### config.mk
export PLATFORM = sky130hd
export DESIGN_NAME = cnb_nonce_builder
export DESIGN_NICKNAME = d
export VERILOG_FILES = /design/src/cnb_pkg.sv /design/src/cnb_pn_if.sv /design/src/cnb_pn_ctx.sv /design/src/cnb_nonce_builder.sv
export SDC_FILE = /design/constraint.sdc
export NUM_CORES = 2
export LEC_CHECK = 0
export BUFFER_PORTS_ARGS = -buffer_cell sky130_fd_sc_hd__buf_2
export CAP_MARGIN = 25
export CORE_AREA = 2 2 287 289
export DETAILED_ROUTE_END_ITERATION = 8
export DIE_AREA = 0 0 289 291
export GPL_TIMING_DRIVEN = 0
export SYNTH_ARGS = -nofsm -noshare
export SYNTH_HDL_FRONTEND = slang
export SYNTH_SLANG_ARGS = --single-unit
### constraint.sdc
create_clock -name pclk -period 5.1 [get_ports pclk]
set_clock_uncertainty 0.05 [all_clocks]
set_input_delay 0.765 -clock pclk [delete_from_list [all_inputs] [get_ports pclk]]
set_output_delay 0.765 -clock pclk [all_outputs]
set_load 0.05 [all_outputs]
### src/cnb_pkg.sv
// constants and types shared by the ccm nonce builder files
package cnb_pkg;

    // widths and counts
    localparam int unsigned ADDR_W  = 8;
    localparam int unsigned DATA_W  = 32;
    localparam int unsigned PN_W    = 48;
    localparam int unsigned INST_N  = 8;
    localparam int unsigned INST_W  = 3;
    localparam int unsigned CO_N    = 4;
    localparam int unsigned SEQ_W   = 9;
    localparam int unsigned FIXID_W = 12;
    localparam int unsigned PORTABLE_MOBILITY_ID_W  = 20;
    localparam int unsigned LCN_W   = 3;
    localparam int unsigned LEN_W   = 16;
    localparam int unsigned IV_W    = 128;
    localparam int unsigned START_HI_W = 16;

    // register byte offsets
    localparam logic [ADDR_W-1:0] OFF_FIXED_ID = 8'h00;
    localparam logic [ADDR_W-1:0] OFF_PORT_ID  = 8'h04;
    localparam logic [ADDR_W-1:0] OFF_INST_CFG = 8'h08;
    localparam logic [ADDR_W-1:0] OFF_KEY      = 8'h0C;
    localparam logic [ADDR_W-1:0] OFF_OPEN     = 8'h10;
    localparam logic [ADDR_W-1:0] OFF_START_LO = 8'h14;
    localparam logic [ADDR_W-1:0] OFF_START_HI = 8'h18;
    localparam logic [ADDR_W-1:0] OFF_STATUS   = 8'h1C;
    localparam logic [ADDR_W-1:0] OFF_PN_LO    = 8'h20;
    localparam logic [ADDR_W-1:0] OFF_PN_HI    = 8'h24;

    // field positions
    localparam int unsigned CFG_LCN_LSB    = 3;
    localparam int unsigned CFG_DIR_BIT    = 6;
    localparam int unsigned CFG_LONG_BIT   = 7;
    localparam int unsigned KEY_DELIV_LSB  = 8;
    localparam int unsigned OPEN_GO_BIT    = 8;
    localparam int unsigned OPEN_CLOSE_BIT = 9;
    localparam int unsigned STAT_FAIL_BIT  = 8;
    localparam int unsigned STAT_REF_BIT   = 9;

    // fixed iv octets
    localparam logic [7:0] IV_FLAGS = 8'h09;
    localparam logic [7:0] IV_NRESV = 8'h00;
    localparam logic [7:0] IV_FIXED = 8'h00;
    localparam logic [3:0] IV_RSV12 = 4'h0;

    // low-bit masks of the explicit sequence number
    localparam logic [PN_W-1:0] MASK_SHORT = 48'h0000_0000_00FF;
    localparam logic [PN_W-1:0] MASK_LONG  = 48'h0000_0000_01FF;

    typedef logic [PN_W-1:0] cnb_pn_t;

    typedef struct packed {
        logic [LCN_W-1:0] link_connection_number;
        logic             dir;
        logic             long_seq;
    } cnb_cfg_t;

endpackage

### src/cnb_pn_if.sv
// carrier between the builder and one packet number context
`timescale 1ns/1ns
`default_nettype none
interface cnb_pn_if;
    import cnb_pkg::*;
    logic             clear;
    cnb_pn_t          load_val;
    logic             step;
    logic [SEQ_W-1:0] seq;
    logic             long_seq;
    cnb_pn_t          pn;

    modport ctrl (output clear, output load_val, output step, output seq, output long_seq, input pn);
    modport ctx  (input clear, input load_val, input step, input seq, input long_seq, output pn);
endinterface
`default_nettype wire

### src/cnb_pn_ctx.sv
// one 48-bit packet number context, extended from the link sequence number
`timescale 1ns/1ns
`default_nettype none
module cnb_pn_ctx (
    input wire logic pclk,
    input wire logic presetn,
    cnb_pn_if.ctx    pif
);
    import cnb_pkg::*;

    cnb_pn_t pn_q;
    cnb_pn_t pn_d;
    cnb_pn_t mask;
    cnb_pn_t new_low;
    cnb_pn_t prev_low;
    cnb_pn_t upper;

    // low bits from the first pdu, upper bits carried and bumped on wrap
    always_comb begin
        mask     = pif.long_seq ? MASK_LONG : MASK_SHORT;
        new_low  = PN_W'(pif.seq) & mask;
        prev_low = pn_q & mask;
        upper    = pn_q & ~mask;
        if (new_low < prev_low) begin
            upper = upper + (mask + 1'b1); // wraps mod 2^48 by width
        end
        pn_d = upper | new_low;
    end

    // clear on open wins over a step in the same cycle
    always_ff @(posedge pclk or negedge presetn) begin
        if (!presetn) begin
            pn_q <= '0;
        end else if (pif.clear) begin
            pn_q <= pif.load_val;
        end else if (pif.step) begin
            pn_q <= pn_d;
        end
    end

    assign pif.pn = pn_q;

endmodule
`default_nettype wire

### src/cnb_nonce_builder.sv
// ccm iv builder with per-instance packet numbers and apb registers
`timescale 1ns/1ns
`default_nettype none

// Overview of operation
// - octets 8-11 hold fixed then portable identity
// - fixed identity is low 12 bits only
// - octet 8 fixed[11:4], octet 9 high nibble fixed[3:0]
// - portable identity split over octets 9 to 11
// - portable identity is 20 bits, MSB first
// - each direction has its own iv context
// - octet 12 bits 0-2 carry connection number
// - octet 12 bits 3-6 are zero
// - direction bit 0 downlink, 1 uplink
// - packet number is 48-bit unsigned
// - low bits equal first pdu sequence number
// - only 8 or 9 low bits travel
// - hidden upper bits increment on sequence wrap
// - receiver rebuilds number from previous value
// - no clear transmission, refuse without key
// - open without key fails with error
// - multicast instance is its own one-way context
// - multicast always uses long sequence frames
// - multicast sequence counters are fully independent
// - each instance selects its own key
// - multicast data waits for delivered key
// - octet 0 is constant 09 hex
// - octets 1 and 13 are zero
// - octets 14-15 carry sdu length, big endian
// - direction flag is bit 7 of octet 12
module cnb_nonce_builder (
    input  wire logic                     pclk,
    input  wire logic                     presetn,
    input  wire logic                     psel,
    input  wire logic                     penable,
    input  wire logic                     pwrite,
    input  wire logic [cnb_pkg::ADDR_W-1:0] paddr,
    input  wire logic [cnb_pkg::DATA_W-1:0] pwdata,
    output logic      [cnb_pkg::DATA_W-1:0] prdata_q,
    output logic                          pready_q,
    output logic                          pslverr_q,
    input  wire logic                     sdu_start,
    input  wire logic [cnb_pkg::INST_W-1:0] sdu_inst,
    input  wire logic [cnb_pkg::SEQ_W-1:0]  sdu_seq,
    input  wire logic [cnb_pkg::LEN_W-1:0]  sdu_len,
    output logic      [cnb_pkg::IV_W-1:0]   iv_q,
    output logic                          iv_valid_q,
    output logic      [cnb_pkg::INST_W-1:0] iv_key_slot_q,
    output logic                          sdu_refused_q,
    output logic                          setup_fail_q
);
    import cnb_pkg::*;

    // register state
    logic [FIXID_W-1:0]    fixed_id_q;
    logic [PORTABLE_MOBILITY_ID_W-1:0]     portable_mobility_id_q;
    cnb_cfg_t              cfg_q [CO_N];
    logic [INST_W-1:0]     cfg_sel_q;
    logic [INST_N-1:0]     key_valid_q;
    logic [INST_N-CO_N-1:0] key_deliv_q;
    logic [INST_N-1:0]     open_q;
    logic [DATA_W-1:0]     start_lo_q;
    logic [START_HI_W-1:0] start_hi_q;
    logic                  fail_flag_q;
    logic                  ref_flag_q;
    cnb_pn_t               last_pn_q;

    // request pipeline
    logic                  pend_q;
    logic [INST_W-1:0]     pend_inst_q;
    logic [LEN_W-1:0]      pend_len_q;

    // bus decode
    logic                  wr_en;
    logic                  setup;
    logic                  mapped;
    logic [DATA_W-1:0]     rdata_d;

    // command decode
    logic [INST_W-1:0]     open_inst;
    logic                  open_go;
    logic                  open_close;
    logic                  open_ok;
    logic                  open_bad;
    logic                  mc_req;
    logic                  req_ok;
    logic                  req_bad;

    // per-instance wiring
    cnb_pn_t               pn_all [INST_N];
    cnb_pn_t               pn_sel;
    cnb_cfg_t              cfg_sel;
    logic [IV_W-1:0]       iv_d;

    cnb_pn_if pif [INST_N] ();

    // a write takes effect at the access edge where pready is seen high
    assign wr_en = psel & penable & pwrite & pready_q;
    assign setup = psel & ~penable;

    // open / close command fields
    assign open_inst  = pwdata[INST_W-1:0];
    assign open_go    = wr_en & (paddr == OFF_OPEN) & pwdata[OPEN_GO_BIT];
    assign open_close = wr_en & (paddr == OFF_OPEN) & pwdata[OPEN_CLOSE_BIT];
    assign open_ok    = open_go & key_valid_q[open_inst];
    assign open_bad   = open_go & ~key_valid_q[open_inst];

    // sdu admission: never build a nonce for an unkeyed link
    assign mc_req  = (sdu_inst >= INST_W'(CO_N));
    assign req_ok  = sdu_start & open_q[sdu_inst] & key_valid_q[sdu_inst]
                   & (~mc_req | key_deliv_q[sdu_inst[INST_W-2:0]]);
    assign req_bad = sdu_start & ~req_ok;

    // one context per instance; directions and channels never share one
    for (genvar g = 0; g < INST_N; g++) begin : g_ctx
        cnb_pn_ctx u_ctx (
            .pclk    (pclk),
            .presetn (presetn),
            .pif     (pif[g])
        );

        assign pif[g].clear = open_ok & (open_inst == INST_W'(g));
        assign pif[g].step  = req_ok & (sdu_inst == INST_W'(g));
        assign pif[g].seq   = sdu_seq;
        assign pn_all[g]    = pif[g].pn;

        if (g < CO_N) begin : g_co
            // connection links restart the hidden count from zero
            assign pif[g].load_val = '0;
            assign pif[g].long_seq = cfg_q[g].long_seq;
        end else begin : g_mc
            // multicast may start anywhere, always 9 explicit bits
            assign pif[g].load_val = {start_hi_q, start_lo_q};
            assign pif[g].long_seq = 1'b1;
        end
    end

    assign pn_sel  = pn_all[pend_inst_q];
    assign cfg_sel = (pend_inst_q < INST_W'(CO_N)) ? cfg_q[pend_inst_q[INST_W-2:0]] : '0;

    // iv assembly, octet 0 in the top byte
    always_comb begin
        iv_d = {
            IV_FLAGS,
            IV_NRESV,
            pn_sel,
            fixed_id_q[FIXID_W-1:4],
            fixed_id_q[3:0],
            portable_mobility_id_q[PORTABLE_MOBILITY_ID_W-1:16],
            portable_mobility_id_q[15:8],
            portable_mobility_id_q[7:0],
            cfg_sel.dir,
            IV_RSV12,
            cfg_sel.link_connection_number,
            IV_FIXED,
            pend_len_q
        };
    end

    // identity registers keep only the bits the iv uses
    always_ff @(posedge pclk or negedge presetn) begin
        if (!presetn) begin
            fixed_id_q <= '0;
            portable_mobility_id_q     <= '0;
        end else if (wr_en) begin
            if (paddr == OFF_FIXED_ID) begin
                fixed_id_q <= pwdata[FIXID_W-1:0];
            end
            if (paddr == OFF_PORT_ID) begin
                portable_mobility_id_q <= pwdata[PORTABLE_MOBILITY_ID_W-1:0];
            end
        end
    end

    // per-connection settings; multicast slots have fixed settings
    always_ff @(posedge pclk or negedge presetn) begin
        if (!presetn) begin
            cfg_sel_q <= '0;
            for (int i = 0; i < CO_N; i++) begin
                cfg_q[i] <= '0;
            end
        end else if (wr_en && paddr == OFF_INST_CFG) begin
            cfg_sel_q <= pwdata[INST_W-1:0];
            if (pwdata[INST_W-1:0] < INST_W'(CO_N)) begin
                cfg_q[pwdata[INST_W-2:0]] <= '{
                    link_connection_number:      pwdata[CFG_LCN_LSB +: LCN_W],
                    dir:      pwdata[CFG_DIR_BIT],
                    long_seq: pwdata[CFG_LONG_BIT]
                };
            end
        end
    end

    // key presence per instance; each instance is its own key slot
    always_ff @(posedge pclk or negedge presetn) begin
        if (!presetn) begin
            key_valid_q <= '0;
            key_deliv_q <= '0;
        end else if (wr_en && paddr == OFF_KEY) begin
            key_valid_q <= pwdata[INST_N-1:0];
            key_deliv_q <= pwdata[KEY_DELIV_LSB +: INST_N-CO_N];
        end
    end

    // multicast start value
    always_ff @(posedge pclk or negedge presetn) begin
        if (!presetn) begin
            start_lo_q <= '0;
            start_hi_q <= '0;
        end else if (wr_en) begin
            if (paddr == OFF_START_LO) begin
                start_lo_q <= pwdata;
            end
            if (paddr == OFF_START_HI) begin
                start_hi_q <= pwdata[START_HI_W-1:0];
            end
        end
    end

    // open state; a keyless open leaves the instance closed
    always_ff @(posedge pclk or negedge presetn) begin
        if (!presetn) begin
            open_q <= '0;
        end else if (open_ok) begin
            open_q[open_inst] <= 1'b1;
        end else if (open_close) begin
            open_q[open_inst] <= 1'b0;
        end
    end

    // sticky error flags, write one to clear; a new event beats the clear
    always_ff @(posedge pclk or negedge presetn) begin
        if (!presetn) begin
            fail_flag_q <= 1'b0;
            ref_flag_q  <= 1'b0;
        end else begin
            if (open_bad) begin
                fail_flag_q <= 1'b1;
            end else if (wr_en && paddr == OFF_STATUS && pwdata[STAT_FAIL_BIT]) begin
                fail_flag_q <= 1'b0;
            end
            if (req_bad) begin
                ref_flag_q <= 1'b1;
            end else if (wr_en && paddr == OFF_STATUS && pwdata[STAT_REF_BIT]) begin
                ref_flag_q <= 1'b0;
            end
        end
    end

    // error pulses to the segmenter and call control
    always_ff @(posedge pclk or negedge presetn) begin
        if (!presetn) begin
            setup_fail_q  <= 1'b0;
            sdu_refused_q <= 1'b0;
        end else begin
            setup_fail_q  <= open_bad;
            sdu_refused_q <= req_bad;
        end
    end

    // stage one: the context steps, remember what to build
    always_ff @(posedge pclk or negedge presetn) begin
        if (!presetn) begin
            pend_q      <= 1'b0;
            pend_inst_q <= '0;
            pend_len_q  <= '0;
        end else begin
            pend_q <= req_ok;
            if (req_ok) begin
                pend_inst_q <= sdu_inst;
                pend_len_q  <= sdu_len;
            end
        end
    end

    // stage two: the stepped number is ready, present the iv
    always_ff @(posedge pclk or negedge presetn) begin
        if (!presetn) begin
            iv_q          <= '0;
            iv_valid_q    <= 1'b0;
            iv_key_slot_q <= '0;
            last_pn_q     <= '0;
        end else begin
            iv_valid_q <= pend_q;
            if (pend_q) begin
                iv_q          <= iv_d;
                iv_key_slot_q <= pend_inst_q;
                last_pn_q     <= pn_sel;
            end
        end
    end

    // read mux and map check
    always_comb begin
        rdata_d = '0;
        mapped  = 1'b1;
        unique case (paddr)
            OFF_FIXED_ID: rdata_d[FIXID_W-1:0] = fixed_id_q;
            OFF_PORT_ID:  rdata_d[PORTABLE_MOBILITY_ID_W-1:0]  = portable_mobility_id_q;
            OFF_INST_CFG: begin
                rdata_d[INST_W-1:0] = cfg_sel_q;
                if (cfg_sel_q < INST_W'(CO_N)) begin
                    rdata_d[CFG_LCN_LSB +: LCN_W] = cfg_q[cfg_sel_q[INST_W-2:0]].link_connection_number;
                    rdata_d[CFG_DIR_BIT]          = cfg_q[cfg_sel_q[INST_W-2:0]].dir;
                    rdata_d[CFG_LONG_BIT]         = cfg_q[cfg_sel_q[INST_W-2:0]].long_seq;
                end else begin
                    rdata_d[CFG_LONG_BIT] = 1'b1;
                end
            end
            OFF_KEY: begin
                rdata_d[INST_N-1:0]                     = key_valid_q;
                rdata_d[KEY_DELIV_LSB +: INST_N-CO_N]   = key_deliv_q;
            end
            OFF_OPEN:     rdata_d[INST_N-1:0]      = open_q;
            OFF_START_LO: rdata_d                  = start_lo_q;
            OFF_START_HI: rdata_d[START_HI_W-1:0]  = start_hi_q;
            OFF_STATUS: begin
                rdata_d[INST_N-1:0]   = open_q;
                rdata_d[STAT_FAIL_BIT] = fail_flag_q;
                rdata_d[STAT_REF_BIT]  = ref_flag_q;
            end
            OFF_PN_LO:    rdata_d = last_pn_q[DATA_W-1:0];
            OFF_PN_HI:    rdata_d[PN_W-DATA_W-1:0] = last_pn_q[PN_W-1:DATA_W];
            default:      mapped  = 1'b0;
        endcase
    end

    // apb answer: one wait-free access cycle, data captured at setup
    always_ff @(posedge pclk or negedge presetn) begin
        if (!presetn) begin
            pready_q  <= 1'b0;
            pslverr_q <= 1'b0;
            prdata_q  <= '0;
        end else begin
            pready_q  <= setup;
            pslverr_q <= setup & ~mapped;
            if (setup && !pwrite) begin
                prdata_q <= rdata_d;
            end
        end
    end

endmodule
`default_nettype wire

Word level (Yosys, flattened, before mapping)
Index checks and enable logic that the tools add are counted.
Cells by class
  add/subtract/negate cells: 12
  magnitude comparators: 21
  equality and inequality tests: 23
  multiplexer cells: 66
  bitwise gates (word level): 67
  reduce and logical (&&, ||, !) cells: 30
Operators with widths (number)
  $mux 48: 26
  $and 48x48->48: 8
  $add 48x1->48 const B: 4
  $add 48x10->48 const B: 4
  $add 48x48->48: 4
  $and 9x48->48: 4
  $lt 48x48->1: 4
  $not 48->48: 4
  $or 48x48->48: 4
  $or 48x9->48: 4
  $bmux 48 s3: 1
  $pmux 8 s9: 1
  $lt 9x9->1: 4
  $mux 9: 4
  $eq 8x5->1 const B: 4
  $and 1x1->1: 30
  $mux 5: 6
  $eq 3x3->1 const B: 8
  $pmux 12 s2: 1
  $reduce_bool 2->1: 11
  $bmux 5 s2: 2
  $bwmux 20: 1
  $pmux 4 s5: 1
  $eq 8x4->1 const B: 2
  other kinds (35): 77
Storage, ports and cells
  register bits after elaboration: 718
  input port bits: 74

Depth between registers and ports, before layout
  depth in word-level cells: 8
  gate-level depth with buffers: 11
  gate-level depth less buffers: 9

By module
From an unflattened synthesis, not the netlist that was laid out.
Second synthesis, totals
  cell total of the unflattened synthesis: 4014
  area, all modules: 40397.5 um2
By module, submodules not included
  cnb_pn_ctx (g_ctx[0].u_ctx ...): instances 7, cells an instance 352, area each 3099.2 um2
  cnb_nonce_builder: instances 1, cells an instance 1196, area each 15557.4 um2
  cnb_pn_ctx (g_ctx[7].u_ctx): instances 1, cells an instance 354, area each 3145.5 um2

Least setup slack after synthesis
No wires, ideal clock.
  kind: input-to-reg
  start: input port sdu_seq[8] (netlist bit)
  end: register g_ctx[2].u_ctx.pn_q[13]
  library setup time: 0.077 ns
  arrival: 2.810 ns
  data required time: 4.973 ns
  path slack: 2.162 ns
  cell stages on the path: 10
  buffers on the path: 1
  cells stage by stage: and2_1 ha_1 and3_1 a221oi_1 nand2_1 a21o_1 or2_1 clkbuf_1 or3_1 a21oi_1
On the way
  cells in the longest elaborated chain, start to end: 6
RTL lines
  start, declared: line cnb_nonce_builder.sv:44  | input wire logic [cnb_pkg::SEQ_W-1:0] sdu_seq,
  $and 9x48->48: line cnb_pn_ctx.sv:21  | new_low = PN_W'(pif.seq) & mask;
  $lt 48x48->1: line cnb_pn_ctx.sv:24  | if (new_low < prev_low) begin
  $mux 48: line cnb_pn_ctx.sv:24
  $or 48x48->48: line cnb_pn_ctx.sv:27  | pn_d = upper | new_low;
  $mux 48: line cnb_pn_ctx.sv:36  | end else if (pif.step) begin
  $mux 48: line cnb_pn_ctx.sv:34  | end else if (pif.clear) begin
  end signal, assigned: line cnb_pn_ctx.sv:35  | pn_q <= pif.load_val;
  end signal, assigned: line cnb_pn_ctx.sv:37  | pn_q <= pn_d;
  end, declared: line cnb_pn_ctx.sv:11  | cnb_pn_t pn_q;
Every way passes these cells. The select of a mux whose other input is x is not followed.
A chain may end at the register's enable or synchronous reset.

Worst setup path in the final report
  start: input port sdu_seq[8] (netlist bit)
  end: register g_ctx[5].u_ctx.pn_q[47]
On the way
  cells in the longest elaborated chain, start to end: 5
RTL lines (line)
  $lt 9x9->1: cnb_pn_ctx.sv:24
  $mux 48: cnb_pn_ctx.sv:24
  $or 48x9->48: cnb_pn_ctx.sv:27
  $mux 48: cnb_pn_ctx.sv:36
  $mux 48: cnb_pn_ctx.sv:34
  end signal, assigned: cnb_pn_ctx.sv:35
  end signal, assigned: cnb_pn_ctx.sv:37
  end, declared: cnb_pn_ctx.sv:11
Every way passes these cells. The select of a mux whose other input is x is not followed.

==> results.sh <==
export IMPL_yosysSeqAreaShare=0.4633
export IMPL_placedCellCount=4865
export IMPL_cts_buffer_depth=3
export IMPL_cp_required_ns=5.52
export IMPL_synth_commonest_cells="dfrtp_1 (670), nor2_1 (476), a21oi_1 (285)"
export IMPL_max_stage_delay_ns=0.85
export IMPL_synth_top_cell_by_area="dfrtp_1"
export IMPL_grt_pass1_vias=28430
export IMPL_final_antenna_net_count=0
export IMPL_cts_repair_resized=0
export IMPL_antenna_found_initial=10
export IMPL_drt_wl_total_mm=126.7
export IMPL_async_flop_share=1.000
export IMPL_path_buf_inv=1
export IMPL_dr_pass1_iters=6
export IMPL_rsz0062_at_grt="false"
export IMPL_area_delta_synth_final_pct=14.95
export IMPL_num_rows=105
export IMPL_design_area_sq_um=41600
export IMPL_post_place_ws_ns=0.8258
export IMPL_routed_top_layer="met5"
export IMPL_finalWorstSetupSlack_ns=1.312
export IMPL_wl_per_cell_um=25.31
export IMPL_slew_headroom=0.2699
export IMPL_status="finished clean"
export IMPL_dieArea_sq_um=84100
export IMPL_startpoint_type="input port"
export IMPL_io_pins=242
export IMPL_final_util=0.5124
export IMPL_finalHoldViolCount=0
export IMPL_dr_wl_met3_mm=11.81
export IMPL_cts_root_buf="clkbuf_16"
export IMPL_start_util=0.4457
export IMPL_syn_area_sq_um=36190
export IMPL_met2_length_mm=56.47
export IMPL_postCtsSetupBuffers=0
export IMPL_cts_sinks=670
export IMPL_peakVddDrop_mv=0.2148
export IMPL_io_buffers=214
export IMPL_max_freq_mhz=264.0
export IMPL_synth_flop_cell="dfrtp_1"
export IMPL_drtIter0Drc=3044
export IMPL_reg2reg_setup_slack_ns=1.37
export IMPL_synth_edf_count=0
export IMPL_hp_class="in2async"
export IMPL_grtUsageTotal=0.3007
export IMPL_cts_max_level=3
export IMPL_cp_arrival_ns=4.21
export IMPL_drv_slew=0
export IMPL_path_class="in2reg"
export IMPL_route_detailed_drc=0
export IMPL_path_cells="buf_2, ha_1, and4_1, a2111o_1, a211oi_2, nand3_1, nor3_1, xnor2_1, a21oi_1"
export IMPL_tritoncts="built"
export IMPL_finalSetupViolCount=0
export IMPL_nets=4025
export IMPL_post_drt_via_cell_ratio=5.930
export IMPL_die_h_um=291
export IMPL_cts_made_buffers=78
export IMPL_place_area_sq_um=38940
export IMPL_syn_avg_cell_area_sq_um=10.21
export IMPL_fill_cells=7440
export IMPL_crit_family="compound AO/OA/AOI/OAI gates"
export IMPL_grt_ovfl_total=0
export IMPL_yosys_area_top_type_share=0.4633
export IMPL_fin_cells=5007
export IMPL_synth_seq_cells=670
export IMPL_coreArea_sq_um=81190
export IMPL_clk_latency_ns=0.64
export IMPL_synthTopCellsByArea="dfrtp_1 (46%), mux4_2 (6.7%), mux2_2 (6.0%)"
export IMPL_syn_inst=3546
export IMPL_cp_slowest_cell="a211oi_2"
export IMPL_wl_met1_mm=52.32
export IMPL_grt_pass1_wl_mm=187.7
export IMPL_vias=29690
export IMPL_hpwl_mm=96.58
export IMPL_period_share=0.7428
export IMPL_cap_violations=0
export IMPL_die_x_um=289
export IMPL_p_leak_nw=18.71
export IMPL_holdBufCountCts=0
export IMPL_ys_warnings_count=0
export IMPL_grt_max_degree=120
export IMPL_yosysMostFrequentCell="dfrtp_1"
export IMPL_routabilityCongestion=0.9741
export IMPL_tightest_slew_ns=1.093
export IMPL_powerDensity_nw_per_um2=325.3
export IMPL_post_route_min_period_ns=3.788
export IMPL_layout_drive_gt1_share=0.1921
export IMPL_synthDistinctLibCells=72
export IMPL_worst_setup_path_end_kind="register"
export IMPL_path_clk_slew_ns=0.06
export IMPL_worstPathMaxFanout=12
## kinds of logic (layout without fill, tap and decap cells)
family / count (synthesis) / after routing / synth area share
flops: 670 / 670 / 0.4633
xor+xnor: 270 / 270 / 0.06534
mux: 412 / 412 / 0.1581
other cells: 1 / 27 / 0.0001036
buf+inv: 336 / 701 / 0.04038
fa+ha+maj: 72 / 72 / 0.02489
compound gates: 526 / 526 / 0.08308
simple gates: 1259 / 1259 / 0.1648
## stage by stage
stage,TNS (ns),hold WS (ns),power [mW]
finish,0,0.03060,13.53
global route,0,0.07352,13.94
CTS,0,0.05428,13.58
detailed placement,0,0.3180,7.829
global placement,-7692.16,0.3193,7.784
floorplan,0,0.3019,7.062
## registers in the layout, indices dropped and copies added (netlist names), 3 cells and up, named ones only
register,count
pend_len_q,16
portable_mobility_id_q,20
key_valid_q,8
pend_inst_q,3
pif.long_seq,4
fixed_id_q,12
iv_q,54
cfg_sel_q,3
g_ctx.u_ctx.pif.pn,384
start_lo_q,32
key_deliv_q,4
start_hi_q,16
prdata_q,32
cfg_q,16
last_pn_q,47
iv_key_slot_q,3
## layout make-up
type,count,area [sq um],share of cell area
clock buffers,114,2341,0.05628
well taps,1070,1339,0.03218
multi-input cells,2565,18060,0.4341
plain buffers,209,984.7,0.02367
inverters,127,476.7,0.01146
flip-flops and latches,670,16770,0.4030
diodes,1,2.502,0.00006016
repair buffers,228,1360,0.03269
clock inverters,23,272.8,0.006557
## power breakdown
group          switching (mW)  internal [mW]
Clock                    2.35           3.43
Combinational            1.42          0.574
Sequential              0.229           5.52
## worst register-to-register path, delay by kind of cell (launching register included)
family	cells	cell delay (ns)
DFF	1	0.39
and+or+nand+nor	3	1.29
buffers and inverters	1	0.07
adders and majority gates	1	0.28
AOI/OAI and AO/OA	3	1.35
xor gates and xnor gates	1	0.17
## routing by layer
layer / vias up / GRT usage
li1: 13170 / -
met1: 14930 / 0.4168
met2: 1309 / 0.4538
met3: 282 / 0.06818
met4: 10 / 0.1253
met5: - / 0
## final timing paths
check / from / end / cells past startpoint
worst max-delay path: sdu_seq[8] / g_ctx[5].u_ctx.pif.pn[47] / 9
worst min-delay path: presetn / prdata_q[25] / 1
worst max register to register: g_ctx[5].u_ctx.pif.pn[8] / g_ctx[5].u_ctx.pif.pn[47] / 9
worst min register to register: pend_q / iv_valid_q / 0
max in group asynchronous: presetn / iv_q[13] / 4
min in group pclk: pwdata[26] / start_lo_q[26] / 2
## layout by cell type, fill, tap and decap left out, types with 8 or more instances in the layout
master,instances
nand2b_1,13
a31oi_1,15
a221oi_1,20
a22oi_1,19
conb_1,26
o21ai_1,23
clkbuf_8,19
buf_4,43
or2_2,8
and2_1,21
nand3_1,119
ha_1,72
a222oi_1,11
xnor2_1,159
a21o_1,10
buf_2,247
and4_1,37
mux2_2,192
o22ai_1,9
a211oi_1,8
and3_1,50
nand4_1,70
mux2i_1,110
xor2_1,111
nor3_1,88
inv_1,126
or3_1,36
a21oi_1,285
clkinv_2,12
mux4_2,108
clkbuf_16,81
nor2_1,476
dfrtp_1,670
clkbuf_1,106
buf_1,41
nor4_1,24
nand2_1,274
o21ai_0,92
Note: power is estimated with default switching activity, not from simulation.
